[src/usc_pkg.sv]
// Constants shared by the serial port status and control block
package usc_pkg;
  // Bus and register map
  localparam int unsigned ADDR_W   = 12;
  localparam logic [11:0] STA_OFS  = 12'h000;
  localparam logic [11:0] TXD_OFS  = 12'h004;
  localparam logic [11:0] RXD_OFS  = 12'h008;
  localparam logic [11:0] CFG_OFS  = 12'h00c;
  // Status and control field positions
  localparam int unsigned TXM1_B   = 15;
  localparam int unsigned TXINV_B  = 14;
  localparam int unsigned TXM0_B   = 13;
  localparam int unsigned BRK_B    = 11;
  localparam int unsigned TXEN_B   = 10;
  localparam int unsigned TXBF_B   = 9;
  localparam int unsigned TX_SHIFTER_EMPTY_B   = 8;
  localparam int unsigned RXM1_B   = 7;
  localparam int unsigned RXM0_B   = 6;
  localparam int unsigned ADET_B   = 5;
  localparam int unsigned RX_LINE_IDLE_B  = 4;
  localparam int unsigned PARITY_FAULT_B   = 3;
  localparam int unsigned FRAMING_FAULT_B   = 2;
  localparam int unsigned RX_OVERRUN_FLAG_B   = 1;
  localparam int unsigned RXDA_B   = 0;
  localparam int unsigned PAREN_B  = 0;
  localparam logic [15:0] STA_RST  = 16'h0110;
  // Interrupt mode codes
  localparam logic [1:0]  TXM_LOAD  = 2'h0;
  localparam logic [1:0]  TXM_DONE  = 2'h1;
  localparam logic [1:0]  TXM_EMPTY = 2'h2;
  localparam logic [1:0]  RXM_FULL  = 2'h3;
  localparam logic [1:0]  RXM_3Q    = 2'h2;
  // Character and buffer geometry
  localparam int unsigned DATA_W   = 8;
  localparam int unsigned TX_DEPTH = 4;
  localparam int unsigned RX_DEPTH = 4;
  localparam int unsigned BAUD_DIV = 16;
  localparam int unsigned FRAME_W  = 14;
  localparam logic [3:0]  BRK_BITS = 4'he;
  localparam logic [3:0]  STD_BITS = 4'ha;
  localparam logic [3:0]  PAR_BITS = 4'hb;
endpackage

[src/usc_fifo.sv]
// Small register-array FIFO with valid/ready on both sides
`timescale 1ns/1ps
module usc_fifo #(
  parameter int unsigned W     = 8,
  parameter int unsigned DEPTH = 4,
  parameter int unsigned CW    = $clog2(DEPTH + 1)
) (
  // Clock and reset
  input  wire logic          clk,
  input  wire logic          sys_rst,
  input  wire logic          flush,
  // Fill side
  input  wire logic          inValid,
  output logic               inReady,
  input  wire logic [W-1:0]  inData,
  // Drain side
  output logic               outValid,
  input  wire logic          outReady,
  output logic [W-1:0]       outData,
  output logic [CW-1:0]      count
);
  localparam int unsigned PW = (DEPTH > 1) ? $clog2(DEPTH) : 1;

  logic [W-1:0]  mem_ff [DEPTH];
  logic [PW-1:0] wrPtr_ff;
  logic [PW-1:0] rdPtr_ff;
  logic [CW-1:0] cnt_ff;
  wire           push = inValid & inReady;
  wire           pop  = outValid & outReady;

  assign inReady  = (cnt_ff != CW'(DEPTH));
  assign outValid = (cnt_ff != '0);
  assign outData  = mem_ff[rdPtr_ff];
  assign count    = cnt_ff;

  function automatic logic [PW-1:0] incPtr(input logic [PW-1:0] p);
    incPtr = (p == PW'(DEPTH - 1)) ? '0 : p + PW'(1);
  endfunction

  always_ff @(posedge clk) begin
    if (push) begin
      mem_ff[wrPtr_ff] <= inData;
    end
  end

  // Flush drops everything at once; a push in that cycle is lost too
  always_ff @(posedge clk or posedge sys_rst) begin
    if (sys_rst) begin
      wrPtr_ff <= '0;
      rdPtr_ff <= '0;
      cnt_ff   <= '0;
    end else if (flush) begin
      wrPtr_ff <= '0;
      rdPtr_ff <= '0;
      cnt_ff   <= '0;
    end else begin
      if (push) wrPtr_ff <= incPtr(wrPtr_ff);
      if (pop) rdPtr_ff <= incPtr(rdPtr_ff);
      cnt_ff <= cnt_ff + CW'(push) - CW'(pop);
    end
  end
endmodule

[src/usc_uart_status_control.sv]
// Serial port status/control register with transmit and receive engines
`timescale 1ns/1ps
module usc_uart_status_control #(
  parameter int unsigned BAUD_DIV = usc_pkg::BAUD_DIV
) (
  // Clock and reset
  input  wire logic                        clk,
  input  wire logic                        sys_rst,
  // APB slave
  input  wire logic                        psel,
  input  wire logic                        penable,
  input  wire logic                        pwrite,
  input  wire logic [usc_pkg::ADDR_W-1:0]  paddr,
  input  wire logic [31:0]                 pwdata,
  output logic [31:0]                      prdata,
  output logic                             pready,
  output logic                             pslverr,
  // Serial line and pin sharing
  input  wire logic                        rxPin,
  input  wire logic                        portLevel,
  input  wire logic                        infraredEncoderEnable,
  output logic                             serialOutPin,
  // Interrupt events
  output logic                             txIrq,
  output logic                             rxIrq
);
  import usc_pkg::*;

  localparam int unsigned BW  = $clog2(BAUD_DIV) + 1;
  localparam int unsigned TCW = $clog2(TX_DEPTH + 1);
  localparam int unsigned RCW = $clog2(RX_DEPTH + 1);

  typedef enum logic {TX_IDLE, TX_SHIFT} usc_tx_t;
  typedef enum logic [1:0] {RX_IDLE, RX_START, RX_DATA, RX_STOP} usc_rx_t;

  // Control and status flops
  logic [1:0]         txIrqMode_ff;
  logic               txIdleInvert_ff;
  logic               breakSendRequest_ff;
  logic               txEnableBit_ff;
  logic [1:0]         rxIrqMode_ff;
  logic               addressDetectEnable_ff;
  logic               parityEnable_ff;
  logic               rxOverrunFlag_ff;
  logic               parityFault_ff;
  logic               framingFault_ff;
  logic [31:0]        prdata_ff;
  // Transmit engine
  usc_tx_t            txState_ff;
  logic [FRAME_W-1:0] txShifter_ff;
  logic [3:0]         txBitsLeft_ff;
  logic [BW-1:0]      txBaud_ff;
  logic               txIsBreak_ff;
  logic               serialOut_ff;
  logic               txIrq_ff;
  // Receive engine
  usc_rx_t            rxState_ff;
  logic [DATA_W:0]    rxShifter_ff;
  logic [3:0]         rxBitIdx_ff;
  logic [BW-1:0]      rxBaud_ff;
  logic               rxIrq_ff;

  // Bus decode
  wire setupPh  = psel & ~penable;
  wire accessPh = psel & penable;
  wire hitSta   = (paddr == STA_OFS);
  wire hitTxd   = (paddr == TXD_OFS);
  wire hitRxd   = (paddr == RXD_OFS);
  wire hitCfg   = (paddr == CFG_OFS);
  wire hitAny   = hitSta | hitTxd | hitRxd | hitCfg;
  wire wrSta    = accessPh & pwrite & hitSta;
  wire wrTxd    = accessPh & pwrite & hitTxd;
  wire wrCfg    = accessPh & pwrite & hitCfg;
  wire rdRxd    = accessPh & ~pwrite & hitRxd;

  // Transmit buffer
  wire              txInReady;
  wire              txOutValid;
  wire [DATA_W-1:0] txHead;
  wire [TCW-1:0]    txCount;
  wire              txPush  = wrTxd & txEnableBit_ff & txInReady;
  wire              txIdle  = (txState_ff == TX_IDLE);
  wire              txTick  = ~txIdle & (txBaud_ff == '0);
  wire              txDone  = txTick & (txBitsLeft_ff == 4'h1);
  // A pending break goes ahead of any queued character
  wire              brkStart = txEnableBit_ff & txIdle & breakSendRequest_ff;
  wire              txLoad   = txEnableBit_ff & txIdle & txOutValid & ~breakSendRequest_ff;

  usc_fifo #(.W(DATA_W), .DEPTH(TX_DEPTH), .CW(TCW)) txBuf (
    .clk      (clk),
    .sys_rst  (sys_rst),
    .flush    (~txEnableBit_ff),
    .inValid  (wrTxd & txEnableBit_ff),
    .inReady  (txInReady),
    .inData   (pwdata[DATA_W-1:0]),
    .outValid (txOutValid),
    .outReady (txLoad),
    .outData  (txHead),
    .count    (txCount)
  );

  // Receive buffer; software reads drain it, so a stalled reader fills it
  wire              rxInReady;
  wire              rxOutValid;
  wire [DATA_W-1:0] rxHead;
  wire [RCW-1:0]    rxCount;
  wire              rxTick   = (rxState_ff != RX_IDLE) & (rxBaud_ff == '0);
  wire              rxFrame  = (rxState_ff == RX_STOP) & rxTick;
  wire              rxPush   = rxFrame & rxInReady;
  wire              ovrSet   = rxFrame & ~rxInReady;
  wire [DATA_W-1:0] rxData   = parityEnable_ff ? rxShifter_ff[DATA_W-1:0] : rxShifter_ff[DATA_W:1];
  wire              parBad   = parityEnable_ff & ((^rxShifter_ff[DATA_W-1:0]) ^ rxShifter_ff[DATA_W]);
  wire [3:0]        rxNeed   = parityEnable_ff ? 4'h8 : 4'h7;

  usc_fifo #(.W(DATA_W), .DEPTH(RX_DEPTH), .CW(RCW)) rxBuf (
    .clk      (clk),
    .sys_rst  (sys_rst),
    .flush    (1'b0),
    .inValid  (rxFrame),
    .inReady  (rxInReady),
    .inData   (rxData),
    .outValid (rxOutValid),
    .outReady (rdRxd),
    .outData  (rxHead),
    .count    (rxCount)
  );

  // Status word as software sees it
  wire txFull   = ~txInReady;
  wire shEmpty  = txIdle & ~txOutValid;
  wire rxIdleLn = (rxState_ff == RX_IDLE);
  wire [15:0] staVal = {txIrqMode_ff[1], txIdleInvert_ff, txIrqMode_ff[0], 1'b0,
                        breakSendRequest_ff, txEnableBit_ff, txFull, shEmpty,
                        rxIrqMode_ff, addressDetectEnable_ff, rxIdleLn,
                        parityFault_ff, framingFault_ff, rxOverrunFlag_ff, rxOutValid};
  wire [31:0] rdMux = hitSta ? {16'h0000, staVal} :
                      hitRxd ? {24'h000000, rxHead} :
                      hitCfg ? {31'h00000000, parityEnable_ff} : 32'h00000000;

  // Zero wait states; data captured in the setup cycle
  assign pready  = 1'b1;
  assign pslverr = accessPh & (~hitAny | (wrTxd & ~(txEnableBit_ff & txInReady)));
  assign prdata  = prdata_ff;

  always_ff @(posedge clk or posedge sys_rst) begin
    if (sys_rst) prdata_ff <= 32'h00000000;
    else if (setupPh) prdata_ff <= rdMux;
  end

  // Software-written control bits
  always_ff @(posedge clk or posedge sys_rst) begin
    if (sys_rst) begin
      txIrqMode_ff           <= {STA_RST[TXM1_B], STA_RST[TXM0_B]};
      txIdleInvert_ff        <= STA_RST[TXINV_B];
      txEnableBit_ff         <= STA_RST[TXEN_B];
      rxIrqMode_ff           <= STA_RST[RXM1_B:RXM0_B];
      addressDetectEnable_ff <= STA_RST[ADET_B];
      parityEnable_ff        <= 1'b0;
    end else begin
      if (wrSta) begin
        txIrqMode_ff           <= {pwdata[TXM1_B], pwdata[TXM0_B]};
        txIdleInvert_ff        <= pwdata[TXINV_B];
        txEnableBit_ff         <= pwdata[TXEN_B];
        rxIrqMode_ff           <= pwdata[RXM1_B:RXM0_B];
        addressDetectEnable_ff <= pwdata[ADET_B];
      end
      if (wrCfg) parityEnable_ff <= pwdata[PAREN_B];
    end
  end

  // Hardware-maintained flags; a set beats a clear in the same cycle
  wire nxt_breakReq = wrSta ? pwdata[BRK_B] : (breakSendRequest_ff & ~(txDone & txIsBreak_ff));
  wire nxt_overrun  = ovrSet | (rxOverrunFlag_ff & ~(wrSta & ~pwdata[RX_OVERRUN_FLAG_B]));

  always_ff @(posedge clk or posedge sys_rst) begin
    if (sys_rst) begin
      breakSendRequest_ff <= STA_RST[BRK_B];
      rxOverrunFlag_ff    <= STA_RST[RX_OVERRUN_FLAG_B];
      parityFault_ff      <= STA_RST[PARITY_FAULT_B];
      framingFault_ff     <= STA_RST[FRAMING_FAULT_B];
    end else begin
      breakSendRequest_ff <= nxt_breakReq;
      rxOverrunFlag_ff    <= nxt_overrun;
      if (rxPush) begin
        parityFault_ff  <= parBad;
        framingFault_ff <= ~rxPin;
      end
    end
  end

  // Transmit shifter; disabling aborts mid-frame
  wire [FRAME_W-1:0] frameStd = {4'hf, 1'b1, txHead, 1'b0};
  wire [FRAME_W-1:0] framePar = {3'h7, 1'b1, ^txHead, txHead, 1'b0};
  wire [FRAME_W-1:0] frameBrk = {1'b1, 13'h0000};

  always_ff @(posedge clk or posedge sys_rst) begin
    if (sys_rst) begin
      txState_ff    <= TX_IDLE;
      txShifter_ff  <= '1;
      txBitsLeft_ff <= 4'h0;
      txBaud_ff     <= '0;
      txIsBreak_ff  <= 1'b0;
    end else if (~txEnableBit_ff) begin
      txState_ff    <= TX_IDLE;
      txShifter_ff  <= '1;
      txIsBreak_ff  <= 1'b0;
    end else if (brkStart) begin
      txState_ff    <= TX_SHIFT;
      txShifter_ff  <= frameBrk;
      txBitsLeft_ff <= BRK_BITS;
      txBaud_ff     <= BW'(BAUD_DIV - 1);
      txIsBreak_ff  <= 1'b1;
    end else if (txLoad) begin
      txState_ff    <= TX_SHIFT;
      txShifter_ff  <= parityEnable_ff ? framePar : frameStd;
      txBitsLeft_ff <= parityEnable_ff ? PAR_BITS : STD_BITS;
      txBaud_ff     <= BW'(BAUD_DIV - 1);
      txIsBreak_ff  <= 1'b0;
    end else if (txTick) begin
      txShifter_ff  <= {1'b1, txShifter_ff[FRAME_W-1:1]};
      txBitsLeft_ff <= txBitsLeft_ff - 4'h1;
      txBaud_ff     <= BW'(BAUD_DIV - 1);
      if (txDone) txState_ff <= TX_IDLE;
    end else if (~txIdle) begin
      txBaud_ff     <= txBaud_ff - BW'(1);
    end
  end

  // Pin level; idle polarity flips with the encoder option
  wire txLine = txIdle ? 1'b1 : txShifter_ff[0];
  wire nxt_pin = txEnableBit_ff ? (txLine ^ (infraredEncoderEnable ^ txIdleInvert_ff)) : portLevel;

  // Transmit interrupt by mode; code 11 is reserved and stays silent
  wire txEvt = ((txIrqMode_ff == TXM_LOAD) & txLoad) |
               ((txIrqMode_ff == TXM_EMPTY) & txLoad & (txCount == TCW'(1)) & ~txPush) |
               ((txIrqMode_ff == TXM_DONE) & txDone & ~txOutValid);

  // Receive interrupt by mode, judged on the count before the push
  wire rxEvt = rxPush & (~rxIrqMode_ff[1] |
               ((rxIrqMode_ff == RXM_FULL) & (rxCount == RCW'(RX_DEPTH - 1))) |
               ((rxIrqMode_ff == RXM_3Q) & (rxCount == RCW'(RX_DEPTH - 2))));

  always_ff @(posedge clk or posedge sys_rst) begin
    if (sys_rst) begin
      serialOut_ff <= 1'b1;
      txIrq_ff     <= 1'b0;
      rxIrq_ff     <= 1'b0;
    end else begin
      serialOut_ff <= nxt_pin;
      txIrq_ff     <= txEvt;
      rxIrq_ff     <= rxEvt;
    end
  end

  assign serialOutPin = serialOut_ff;
  assign txIrq        = txIrq_ff;
  assign rxIrq        = rxIrq_ff;

  // Receiver: mid-bit sampling; a short start pulse is treated as noise
  always_ff @(posedge clk or posedge sys_rst) begin
    if (sys_rst) begin
      rxState_ff   <= RX_IDLE;
      rxShifter_ff <= '0;
      rxBitIdx_ff  <= 4'h0;
      rxBaud_ff    <= '0;
    end else begin
      unique case (rxState_ff)
        RX_IDLE: begin
          if (~rxPin) begin
            rxState_ff <= RX_START;
            rxBaud_ff  <= BW'(BAUD_DIV / 2 - 1);
          end
        end
        RX_START: begin
          if (rxTick) begin
            rxState_ff  <= rxPin ? RX_IDLE : RX_DATA;
            rxBitIdx_ff <= 4'h0;
            rxBaud_ff   <= BW'(BAUD_DIV - 1);
          end else rxBaud_ff <= rxBaud_ff - BW'(1);
        end
        RX_DATA: begin
          if (rxTick) begin
            rxShifter_ff <= {rxPin, rxShifter_ff[DATA_W:1]};
            rxBitIdx_ff  <= rxBitIdx_ff + 4'h1;
            rxBaud_ff    <= BW'(BAUD_DIV - 1);
            if (rxBitIdx_ff == rxNeed) rxState_ff <= RX_STOP;
          end else rxBaud_ff <= rxBaud_ff - BW'(1);
        end
        RX_STOP: begin
          if (rxTick) rxState_ff <= RX_IDLE;
          else rxBaud_ff <= rxBaud_ff - BW'(1);
        end
      endcase
    end
  end
endmodule

[config.mk]
export PLATFORM = sky130hd
export DESIGN_NAME = usc_uart_status_control
export DESIGN_NICKNAME = d
export VERILOG_FILES = /design/src/usc_pkg.sv /design/src/usc_fifo.sv /design/src/usc_uart_status_control.sv
export SDC_FILE = /design/constraint.sdc
export NUM_CORES = 1
export LEC_CHECK = 0
export BUFFER_PORTS_ARGS = -buffer_cell sky130_fd_sc_hd__buf_2
export CELL_PAD_IN_SITES_DETAIL_PLACEMENT = 0
export CELL_PAD_IN_SITES_GLOBAL_PLACEMENT = 1
export CORE_ASPECT_RATIO = 0.5
export CORE_MARGIN = 4
export CORE_UTILIZATION = 45
export CTS_CLUSTER_SIZE = 25
export DETAILED_ROUTE_END_ITERATION = 12
export GPL_TIMING_DRIVEN = 0
export HOLD_SLACK_MARGIN = 0.06
export PLACE_DENSITY_LB_ADDON = 0.1
export REMOVE_ABC_BUFFERS = 1
export SYNTH_ARGS = -nofsm -noshare
export SYNTH_HDL_FRONTEND = slang
export SYNTH_SLANG_ARGS = --single-unit
[constraint.sdc]
create_clock -name clk -period 4.15 [get_ports clk]
set_input_delay 0.2075 -clock clk [delete_from_list [all_inputs] [get_ports clk]]
set_output_delay 0.2075 -clock clk [all_outputs]
set_load 0.01 [all_outputs]
# ---- After elaboration in Yosys (flattened, before gate mapping)
# Memories as Yosys holds them, arrays and structs flattened.
# Cells that the tools add are included.
dict set report totals {
  elab_cells 219
  mem_count 2
  ramBits 64
  output_inout_bits 37
  reg_bits 106
}
# memory depth word_bits read_ports rd_clocked_by_memory_dff wr line_no
set mem_list {}
lappend mem_list {rxBuf.mem_ff 4 8 1 0 1 usc_fifo.sv:24} ;# logic [W-1:0] mem_ff [DEPTH];
lappend mem_list {txBuf.mem_ff 4 8 1 0 1 usc_fifo.sv:24}
dict set report op_classes {
  addsub 12
  n_bitwise 67
  eq_ne 32
  reduce_logical 21
  mux 56
}
# operator n
set ops {}
lappend ops {{2-to-1 mux 14 bit} 4}
lappend ops {{AND 1 bit} 40}
lappend ops {{2-to-1 mux 5 bit} 7}
lappend ops {{2-to-1 mux 2 bit} 14}
lappend ops {{equality test 12 x 4 -> 1 bit, second input constant} 2}
lappend ops {{2-to-1 mux 4 bit} 6}
lappend ops {{equality test 2 bit, second input constant} 9}
lappend ops {{2-to-1 mux 1 bit} 17}
lappend ops {{2-to-1 mux 16 bit} 1}
lappend ops {{2-to-1 mux 8 bit} 2}
lappend ops {{parity 8 bit} 2}
lappend ops {{NOT 1 bit} 15}
lappend ops {{one-hot mux 5 bit (3 select lines)} 1}
lappend ops {{equality test 12 x 3 -> 1 bit, second input constant} 1}
lappend ops {{logical NOT 12 bit} 1}
lappend ops {{inequality test 2 bit, second input constant} 6}
lappend ops {{logical NOT 5 bit} 2}
lappend ops {{2-to-1 mux 10 bit} 1}
lappend ops {{AND reduction 2 bit} 5}
lappend ops {{subtractor 5 x 1 -> 5 bit, second input constant} 2}
lappend ops {{bitwise OR 1 bit} 9}
lappend ops {{nonzero test 3 bit} 3}
lappend ops {{adder 2 x 1 -> 2 bit, second input constant} 4}
lappend ops {{inequality test 4 x 1 -> 1 bit, second input constant} 2}
lappend ops {{other kinds (22)} 32}

# ---- Longest topological paths before layout
# Gate-level depths: netlist of the first run.
dict set report logic_depth {
  ltp_word 9
  ltp_mapped 12
  depth_no_buf 10
}

# ---- Cells and area by module
# A second synthesis of the first run with hierarchy kept.
dict set report hier_totals {
  hier_cells 576
  hier_area_um2 7307.0
}
# module instances area_per_inst_um2 cells_each
set by_module_without_submodules {}
lappend by_module_without_submodules {usc_uart_status_control 1 4032.6 396}
lappend by_module_without_submodules {{usc_fifo (txBuf)} 1 1637.8 90}
lappend by_module_without_submodules {{usc_fifo (rxBuf)} 1 1636.6 90}

# ---- Least setup slack after synthesis of the first run
# No wires, ideal clock.
dict set report synth_path {
  path_kind {in2reg}
  from {input paddr[1] (netlist bit)}
  to {register rxBuf.cnt_ff[2] (netlist: rxBuf.count[2])}
  stages 10
  setup_time_ns 0.123
  slack_ns 1.527
  arrival_ns 2.500
  cell_sequence {or4_1 -> or3_4 -> nor3b_4 -> nand2_4 -> inv_1 -> ha_1 -> inv_1 -> ha_1 -> fa_1 -> xnor2_1}
}
dict set report synth_via {
  elab_chain_cells 4
}
# item line_no
set synth_rtl {}
lappend synth_rtl {{start: declaration} usc_uart_status_control.sv:13} ;# input wire logic [usc_pkg::ADDR_W-1:0] paddr,
lappend synth_rtl {{equality test 12 x 4 -> 1 bit} usc_uart_status_control.sv:68} ;# wire hitRxd = (paddr == RXD_OFS);
lappend synth_rtl {{AND 1 bit} usc_uart_status_control.sv:74} ;# wire rdRxd = accessPh & ~pwrite & hitRxd;
lappend synth_rtl {{AND 1 bit} usc_fifo.sv:29} ;# wire pop = outValid & outReady;
lappend synth_rtl {{net rxBuf.pop} usc_fifo.sv:29}
lappend synth_rtl {{subtractor 3 x 1 -> 3 bit} usc_fifo.sv:59} ;# cnt_ff <= cnt_ff + CW'(push) - CW'(pop);
lappend synth_rtl {{end signal: assignment} usc_fifo.sv:59}
lappend synth_rtl {{end: declaration} usc_fifo.sv:27} ;# logic [CW-1:0] cnt_ff;
# The timed path passes the listed nets, and every way through them passes these cells.
# A chain may end at the register's enable or synchronous reset.

# ---- Worst setup path in the final report of the first run
dict set report layout_path {
  from {register txEnableBit_ff}
  to {register txBuf.cnt_ff[2] (netlist: txBuf.count[2])}
}
dict set report layout_via {
  elab_chain_cells 6
  elab_cells_between_ends 9
  classes_between {add/sub (2); mux (1); bitwise (6)}
}
# item line_no
set layout_rtl {}
lappend layout_rtl {{start: declaration} usc_uart_status_control.sv:40} ;# logic txEnableBit_ff;
lappend layout_rtl {{start signal: assignment} usc_uart_status_control.sv:155} ;# txEnableBit_ff <= STA_RST[TXEN_B];
lappend layout_rtl {{start signal: assignment} usc_uart_status_control.sv:163} ;# txEnableBit_ff <= pwdata[TXEN_B];
lappend layout_rtl {{branches (longest 5 deep; another with adder 3 x 1 -> 3 bit)} --}
lappend layout_rtl {{2-to-1 mux 3 bit (*)} usc_fifo.sv:52} ;# end else if (flush) begin
lappend layout_rtl {{end signal: assignment} usc_fifo.sv:59}
lappend layout_rtl {{end: declaration} usc_fifo.sv:27}
# Mark *: on every way between the ends.

==> results of run 1 <==
-- metal layers --
layer,share of wire,GRT usage,wire [microns],up-vias
met5,0,0,0,-
met4,0.011,0.0459,155,0
met3,0.026,0.0363,369,17
met2,0.48,0.265,6720,53
met1,0.49,0.234,6880,2175
li1,-,-,-,2130
-- flip-flops by register name (all words and copies together) (netlist names), 3 cells and up, named ones only --
register	cells
txBuf.count	3
rxBuf.mem_ff	32
rxBaud_ff	5
rxBitIdx_ff	4
txBitsLeft_ff	4
txBaud_ff	5
txBuf.mem_ff	32
prdata	15
rxShifter_ff	9
txShifter_ff	13
rxBuf.count	3
-- worst max-delay path, stage by stage (launching register included) --
cell,delay [ns]
dfrtp_1,0.71
nor2b_1,0.44
and3_1,0.76
ha_1,0.37
inv_1,0.06
ha_1,0.13
inv_1,0.05
fa_1,0.38
xnor2_1,0.18
nor2_1,0.05
-- synth_stat cells (2+ instances only) --
cell type | count | area [sq um]
o21ai_0 | 40 | 200
nand3_1 | 9 | 45.0
mux2_2 | 31 | 349
clkbuf_1 | 14 | 52.6
dfstp_2 | 14 | 368
xnor2_1 | 21 | 184
mux4_2 | 16 | 360
nand2_1 | 52 | 195
a31oi_1 | 3 | 18.8
a22oi_1 | 10 | 75.1
ha_1 | 23 | 288
a22o_1 | 4 | 35.0
buf_4 | 18 | 135
o41ai_1 | 3 | 26.3
buf_2 | 4 | 20.0
nand4_1 | 4 | 25.0
dfrtp_1 | 74 | 1850
inv_1 | 30 | 113
nand2b_1 | 3 | 18.8
o211ai_1 | 3 | 22.5
or3_1 | 4 | 25.0
o21a_1 | 5 | 37.5
nor4_1 | 3 | 18.8
a21oi_1 | 13 | 65.1
fa_1 | 2 | 40.0
nor3_1 | 7 | 35.0
conb_1 | 2 | 7.51
a221o_1 | 7 | 70.1
edfxtp_1 | 64 | 1920
o31ai_1 | 5 | 37.5
nor2_1 | 17 | 63.8
or2_2 | 2 | 12.5
and2_1 | 14 | 87.6
o22a_1 | 3 | 26.3
nor4b_1 | 2 | 17.5
nor2b_1 | 2 | 12.5
buf_1 | 2 | 7.51
and3_1 | 2 | 12.5
mux2_4 | 2 | 30.0
xor2_1 | 6 | 52.6
a221oi_1 | 2 | 17.5
or4_1 | 2 | 15.0
-- power groups by stage --
| stage | sequential [mW] | clock, mW | combinational [mW] |
|---|---|---|---|
| finish | 1.77 | 1.53 | 0.317 |
| detailed placement | 1.79 | 0 | 0.310 |
| global placement | 1.79 | 0 | 0.299 |
| global route | 1.78 | 1.64 | 0.368 |
| floorplan | 1.78 | 0 | 0.232 |
| CTS | 1.77 | 1.57 | 0.323 |
-- path summary, 6_finish.rpt --
| path | startpoint | endpoint | slack [ns] | cells past startpoint |
|---|---|---|---|---|
| max | txEnableBit_ff$_DFFE_PP0N_ | txBuf.count[2]$_DFF_PP0_ | 0.89 | 9 |
| min | paddr[3] | parityEnable_ff$_DFFE_PP0P_ | 0.19 | 3 |
| max reg2reg | txEnableBit_ff$_DFFE_PP0N_ | txBuf.count[2]$_DFF_PP0_ | 0.89 | 9 |
| min reg2reg | prdata[1]$_DFFE_PP0P_ | prdata[1]$_DFFE_PP0P_ | 0.48 | 2 |
| max in group asynchronous | sys_rst | txShifter_ff[0]$_DFFE_PP1P_ | 3.13 | 4 |
| min in group asynchronous | sys_rst | rxBitIdx_ff[0]$_DFFE_PP0P_ | 0.32 | 3 |
-- kinds of logic (layout without fill, tap and decap cells) --
| family | Yosys count | after routing | share of synthesized area |
|---|---|---|---|
| fa+ha+maj | 25 | 25 | 0.0459 |
| other cells | 2 | 18 | 0.00105 |
| simple gates | 130 | 130 | 0.0932 |
| xor+xnor | 27 | 27 | 0.0331 |
| mux | 50 | 50 | 0.105 |
| buf+inv | 68 | 130 | 0.0459 |
| flops | 152 | 152 | 0.580 |
| compound gates | 104 | 104 | 0.0960 |
-- stage by stage --
step           instance area, sq um  hold WS, ns  power (mW)
4_1_cts                        8280        0.175        3.66
3_5_place_dp                   7540        0.235        2.10
6_report                       8280        0.187        3.62
5_1_grt                        8280        0.193        3.79
3_3_place_gp                   7500        0.420        2.09
2_1_floorplan                  6990        0.306        2.01
-- layout make-up --
class / count / area [sq um] / share of cell area
multi-input combinational: 354 / 2740 / 0.331
clock inverter: 13 / 146 / 0.0177
clock buffer: 19 / 433 / 0.0523
timing repair buffer: 68 / 443 / 0.0535
inverter: 30 / 115 / 0.0139
sequential: 152 / 4140 / 0.500
tap: 204 / 255 / 0.0308
-- what timing repair did --
action,4_1_cts,5_1_grt
setup buffers,0,0
gates resized for setup,0,0
hold endpoints to repair,66,0
hold buffers,16,0
==> impl_metrics.py, run 1 <==
metrics = {
    "run_status": {
        "status": "complete, no violations",
    },
    "critical_path": {
        "critPathCaptureType": "flip-flop",
        "crit_required_ns": 4.44,
        "crit_path_start_kind": "flip-flop",
        "path_class": "flip-flop to flip-flop",
        "worst_ep_arrival_time_ns": 3.55,
        "crit_fanout": 19,
    },
    "grt": {
        "grt_max_degree": 62,
        "grt_usage": 0.167,
        "antenna_found_initial": 0,
        "overflow": 0,
        "grt_pass1_wl_microns": 23700,
        "grt_pass1_vias": 4540,
    },
    "routing": {
        "drc": 0,
        "totalWireLength_microns": 14100,
        "vias": 4375,
        "via_per_inst": 5.21,
        "antenna_left": 0,
        "first_pass_iters": 4,
        "wl_per_cell_microns": 16.8,
        "drtIter0Drc": 208,
    },
    "cts": {
        "clkTransAtPathRegs_ns": 0.06,
        "cts_root_buf": "clkbuf_16",
        "clock_latency_ns": 0.42,
        "htreeDepth": 4,
        "clock_sinks": 152,
        "clk_path_buf_depth": 2,
        "numCtsBuffers": 17,
        "cts_tree": "yes",
    },
    "timing": {
        "hold_violations": 0,
        "finClkSkew_ns": 0.0110,
        "setup_viol": 0,
        "final.setup.tns_ns": 0,
        "drv_slew": 0,
        "post-route-min-period_ns": 3.26,
        "timing.final.crit_share": 0.786,
        "max_freq_ghz": 0.306,
        "slew_headroom": 0.0980,
        "rsz0062_at_grt": "no",
        "worstMarginPinSlew_ns": 1.35,
        "finalWorstSetupSlack_ns": 0.887,
    },
    "floorplan": {
        "die_y_microns": 97.1,
        "die_x_microns": 186,
        "io_pins": 89,
        "core_sq_um": 15500,
        "die-area_sq_um": 18100,
        "initial_core_util": 0.461,
        "rows": 32,
    },
    "yosys": {
        "ys_seq_area_frac": 0.580,
        "ys_types": 56,
        "synth_edf_count": 64,
        "ys.warnings.count": 0,
        "netlist_area_sq_um": 7140,
        "synth_seq_cells": 152,
        "ys.flop_type": "dfrtp_1",
        "async_flop_share": 0.579,
        "syn_inst": 558,
        "avgSynthCellArea_sq_um": 12.8,
    },
    "layout": {
        "layout-drive-gt1-share": 0.244,
        "antenna_cells": 0,
        "fillers": 1327,
        "layout.cells.non_filler": 840,
        "fin_util": 0.534,
        "nets": 700,
        "area.growth.synth_to_final_pct": 15.9,
        "mostFrequentLayoutCells": "dfrtp_1 (74), edfxtp_1 (64), nand2_1 (52), buf_2 (51), o21ai_0 (40)",
        "final_common_cell": "dfrtp_1",
    },
    "power": {
        "power_leakage_nw": 3.38,
        "p_clk_frac": 0.423,
        "swShare": 0.241,
        "comb_power_share": 0.088,
        "power_frac_seq": 0.489,
        "powerDensity_nw_per_um2": 437,
        "p_sw_uw": 872,
        "internal_power_mw": 2.74,
        "vdd_drop_max_v": 0.000290,
    },
    "place": {
        "dp_slack_ns": 0.864,
        "port_buffers": 51,
        "placed_cells": 792,
        "dp_hpwl_microns": 9580,
        "gp_congestion": 0.774,
    },
    "run": {
        "cap_violations": 0,
    },
    "min_path": {
        "hold_class": "input port to flip-flop",
    },
}
(Power assumes the default switching activity.)
==> run 2: changes to the inputs <==
--- a/config.mk
+++ b/config.mk
@@ -10,7 +10,7 @@
 export CELL_PAD_IN_SITES_GLOBAL_PLACEMENT = 1
 export CORE_ASPECT_RATIO = 0.5
 export CORE_MARGIN = 4
-export CORE_UTILIZATION = 45
+export CORE_UTILIZATION = 43
 export CTS_CLUSTER_SIZE = 25
 export DETAILED_ROUTE_END_ITERATION = 12
 export GPL_TIMING_DRIVEN = 0
==> constraint.sdc (replaced) <==
create_clock -name clk -period 3 [get_ports clk]
set_input_delay 0.15 -clock clk [delete_from_list [all_inputs] [get_ports clk]]
set_output_delay 0.15 -clock clk [all_outputs]
set_load 0.01 [all_outputs]
==> run 2 against run 1 <==
Effect of this change:
- sequential cell count unchanged
- maximum frequency is 19% higher
- worst setup slack got worse by 0.62 ns
- global-route usage down 0.68 points
- sequential power grew 38%
- largest cell class unchanged
- highest routed layer unchanged
==> impl_metrics.py, run 2 (synthesis gave the netlist of run 1 again) <==
metrics = {
    "min_path": {
        "hold_class": "input port to flip-flop",
        "holdPathStages": 3,
        "min_to": "parityEnable_ff$_DFFE_PP0P_",
        "worstHoldStart": "paddr[3]",
    },
    "critical_path": {
        "timing.rr.start": "txEnableBit_ff$_DFFE_PP0N_",
        "crit_buf_inv": 2,
        "reg2reg_depth": 9,
        "path_class": "flip-flop to flip-flop",
        "path_cells": "nor2b_1, and3_2, ha_1, inv_1, ha_1, inv_1, fa_1, xnor2_1, nor2_1",
        "r2r-end": "txBuf.count[2]$_DFF_PP0_",
        "rrSetupSlack_ns": 0.27,
        "worst_path_max_delay_cell": "dfrtp_2",
        "path_depth": 9,
        "crit_fanout": 19,
        "crit_path_start_kind": "flip-flop",
        "critPathCaptureType": "flip-flop",
        "critPathTopFamily": "simple AND/OR/NAND/NOR gates",
        "critical_path.max_stage_delay_ns": 0.55,
        "worst_ep_arrival_time_ns": 3.02,
        "crit_required_ns": 3.29,
    },
    "layout": {
        "fin_util": 0.527,
        "nets": 701,
        "fillers": 1362,
        "mostFrequentLayoutCells": "dfrtp_1 (73), edfxtp_1 (64), nand2_1 (52), buf_2 (51), o21ai_0 (40)",
        "final_common_cell": "dfrtp_1",
        "area.growth.synth_to_final_pct": 16.7,
        "antenna_cells": 0,
        "layout-drive-gt1-share": 0.261,
        "finalInstanceArea_sq_um": 8340,
    },
    "routing": {
        "drc": 0,
        "drtIter0Drc": 179,
        "first_pass_iters": 4,
        "vias": 4370,
        "antenna_left": 0,
        "totalWireLength_microns": 14300,
        "via_per_inst": 5.09,
        "wl_per_cell_microns": 16.7,
    },
    "cts": {
        "htreeDepth": 4,
        "clock_sinks": 152,
        "clkTransAtPathRegs_ns": 0.06,
        "clk_path_buf_depth": 2,
        "cts_setup_buffers": 0,
        "cts_root_buf": "clkbuf_16",
        "clock_latency_ns": 0.43,
        "cts_tree": "yes",
        "numCtsBuffers": 17,
    },
    "timing": {
        "timing.final.crit_share": 0.911,
        "slew_headroom": 0.345,
        "max_freq_ghz": 0.366,
        "setup_viol": 0,
        "post-route-min-period_ns": 2.73,
        "drv_slew": 0,
        "finClkSkew_ns": 0.00916,
        "final.setup.tns_ns": 0,
        "worstMarginPinSlew_ns": 0.983,
        "holdWs_ns": 0.127,
        "hold_violations": 0,
        "rsz0062_at_grt": "no",
    },
    "grt": {
        "overflow": 0,
        "antenna_found_initial": 0,
        "grt_pass1_wl_microns": 23700,
        "grt_usage": 0.160,
        "grt_pass1_vias": 4469,
        "grt_max_degree": 62,
    },
    "place": {
        "gp_congestion": 0.746,
        "dp_hpwl_microns": 9650,
        "place_area_sq_um": 7560,
        "port_buffers": 51,
    },
    "power": {
        "power_leakage_nw": 3.40,
        "powerDensity_nw_per_um2": 610,
        "total_power_mw": 5.09,
        "vdd_drop_max_v": 0.000413,
    },
    "floorplan": {
        "rows": 32,
        "die-area_sq_um": 18900,
        "initial_core_util": 0.452,
        "core_sq_um": 15800,
        "die_x_microns": 190,
        "die_y_microns": 99.1,
        "io_pins": 89,
    },
    "run_status": {
        "status": "complete, no violations",
    },
    "run": {
        "cap_violations": 0,
    },
}
-- run 2: how the worst max path moves through the flow --
stage	endpoint	slack, ns	from
floorplan	txBuf.count[2]$_DFF_PP0_	0.35	txEnableBit_ff$_DFFE_PP0N_
global placement	txBaud_ff[1]$_DFFE_PP0P_	-0.74	sys_rst
detailed placement	txBuf.count[2]$_DFF_PP0_	-0.20	txEnableBit_ff$_DFFE_PP0N_
CTS	rxBuf.mem_ff[2][6]$_DFFE_PP_	0.002	rxState_ff[0]$_DFFE_PP0P_
global route	txBuf.count[2]$_DFF_PP0_	0.04	txEnableBit_ff$_DFFE_PP0N_
finish	txBuf.count[2]$_DFF_PP0_	0.27	txEnableBit_ff$_DFFE_PP0N_
-- run 2: power by group --
| group | internal, mW | switching (mW) | total [mW] |
|---|---|---|---|
| registers | 2.35 | 0.0993 | 2.45 |
| clock network | 1.27 | 0.923 | 2.19 |
| logic | 0.218 | 0.227 | 0.446 |
| total | 3.84 | 1.25 | 5.09 |
-- run 2: per-layer routing --
layer / wire length [microns] / vias to the layer above / part of all wire / track usage
li1: - / 2128 / - / -
met2: 6880 / 51 / 0.48 / 0.260
met3: 396 / 17 / 0.028 / 0.0337
met1: 6840 / 2174 / 0.48 / 0.218
met5: 0 / - / 0 / 0
met4: 199 / 0 / 0.014 / 0.0546
-- run 2: worst register-to-register path, cell delays in order (launching register included) --
cell	delay (ns)
dfrtp_2	0.55
nor2b_1	0.40
and3_2	0.53
ha_1	0.31
inv_1	0.06
ha_1	0.13
inv_1	0.05
fa_1	0.37
xnor2_1	0.17
nor2_1	0.05
-- run 2: timing repair --
item                       CTS  global route
setup endpoints to repair    2            36
hold buffers                16             0
hold endpoints to repair    72             0
resized for setup            1             7
pin swaps                    0             0
-- run 2: through the flow --
| stage | cells | setup WS, ns |
|---|---|---|
| 2_1_floorplan | 536 | 0.348 |
| 3_3_place_gp | 808 | -0.743 |
| 3_5_place_dp | 809 | -0.204 |
| 4_1_cts | 857 | 0.00166 |
| 5_1_grt | 858 | 0.0428 |
| 6_report | 858 | 0.268 |
-- run 2: final cells by class --
cell class,count,area [sq um],share of cell area
clock buffer,18,439,0.0527
multi-input combinational,354,2750,0.330
clock inverter,14,161,0.0194
tap,221,277,0.0332
inverter,30,115,0.0138
sequential,152,4140,0.497
timing repair buffer,69,450,0.0540
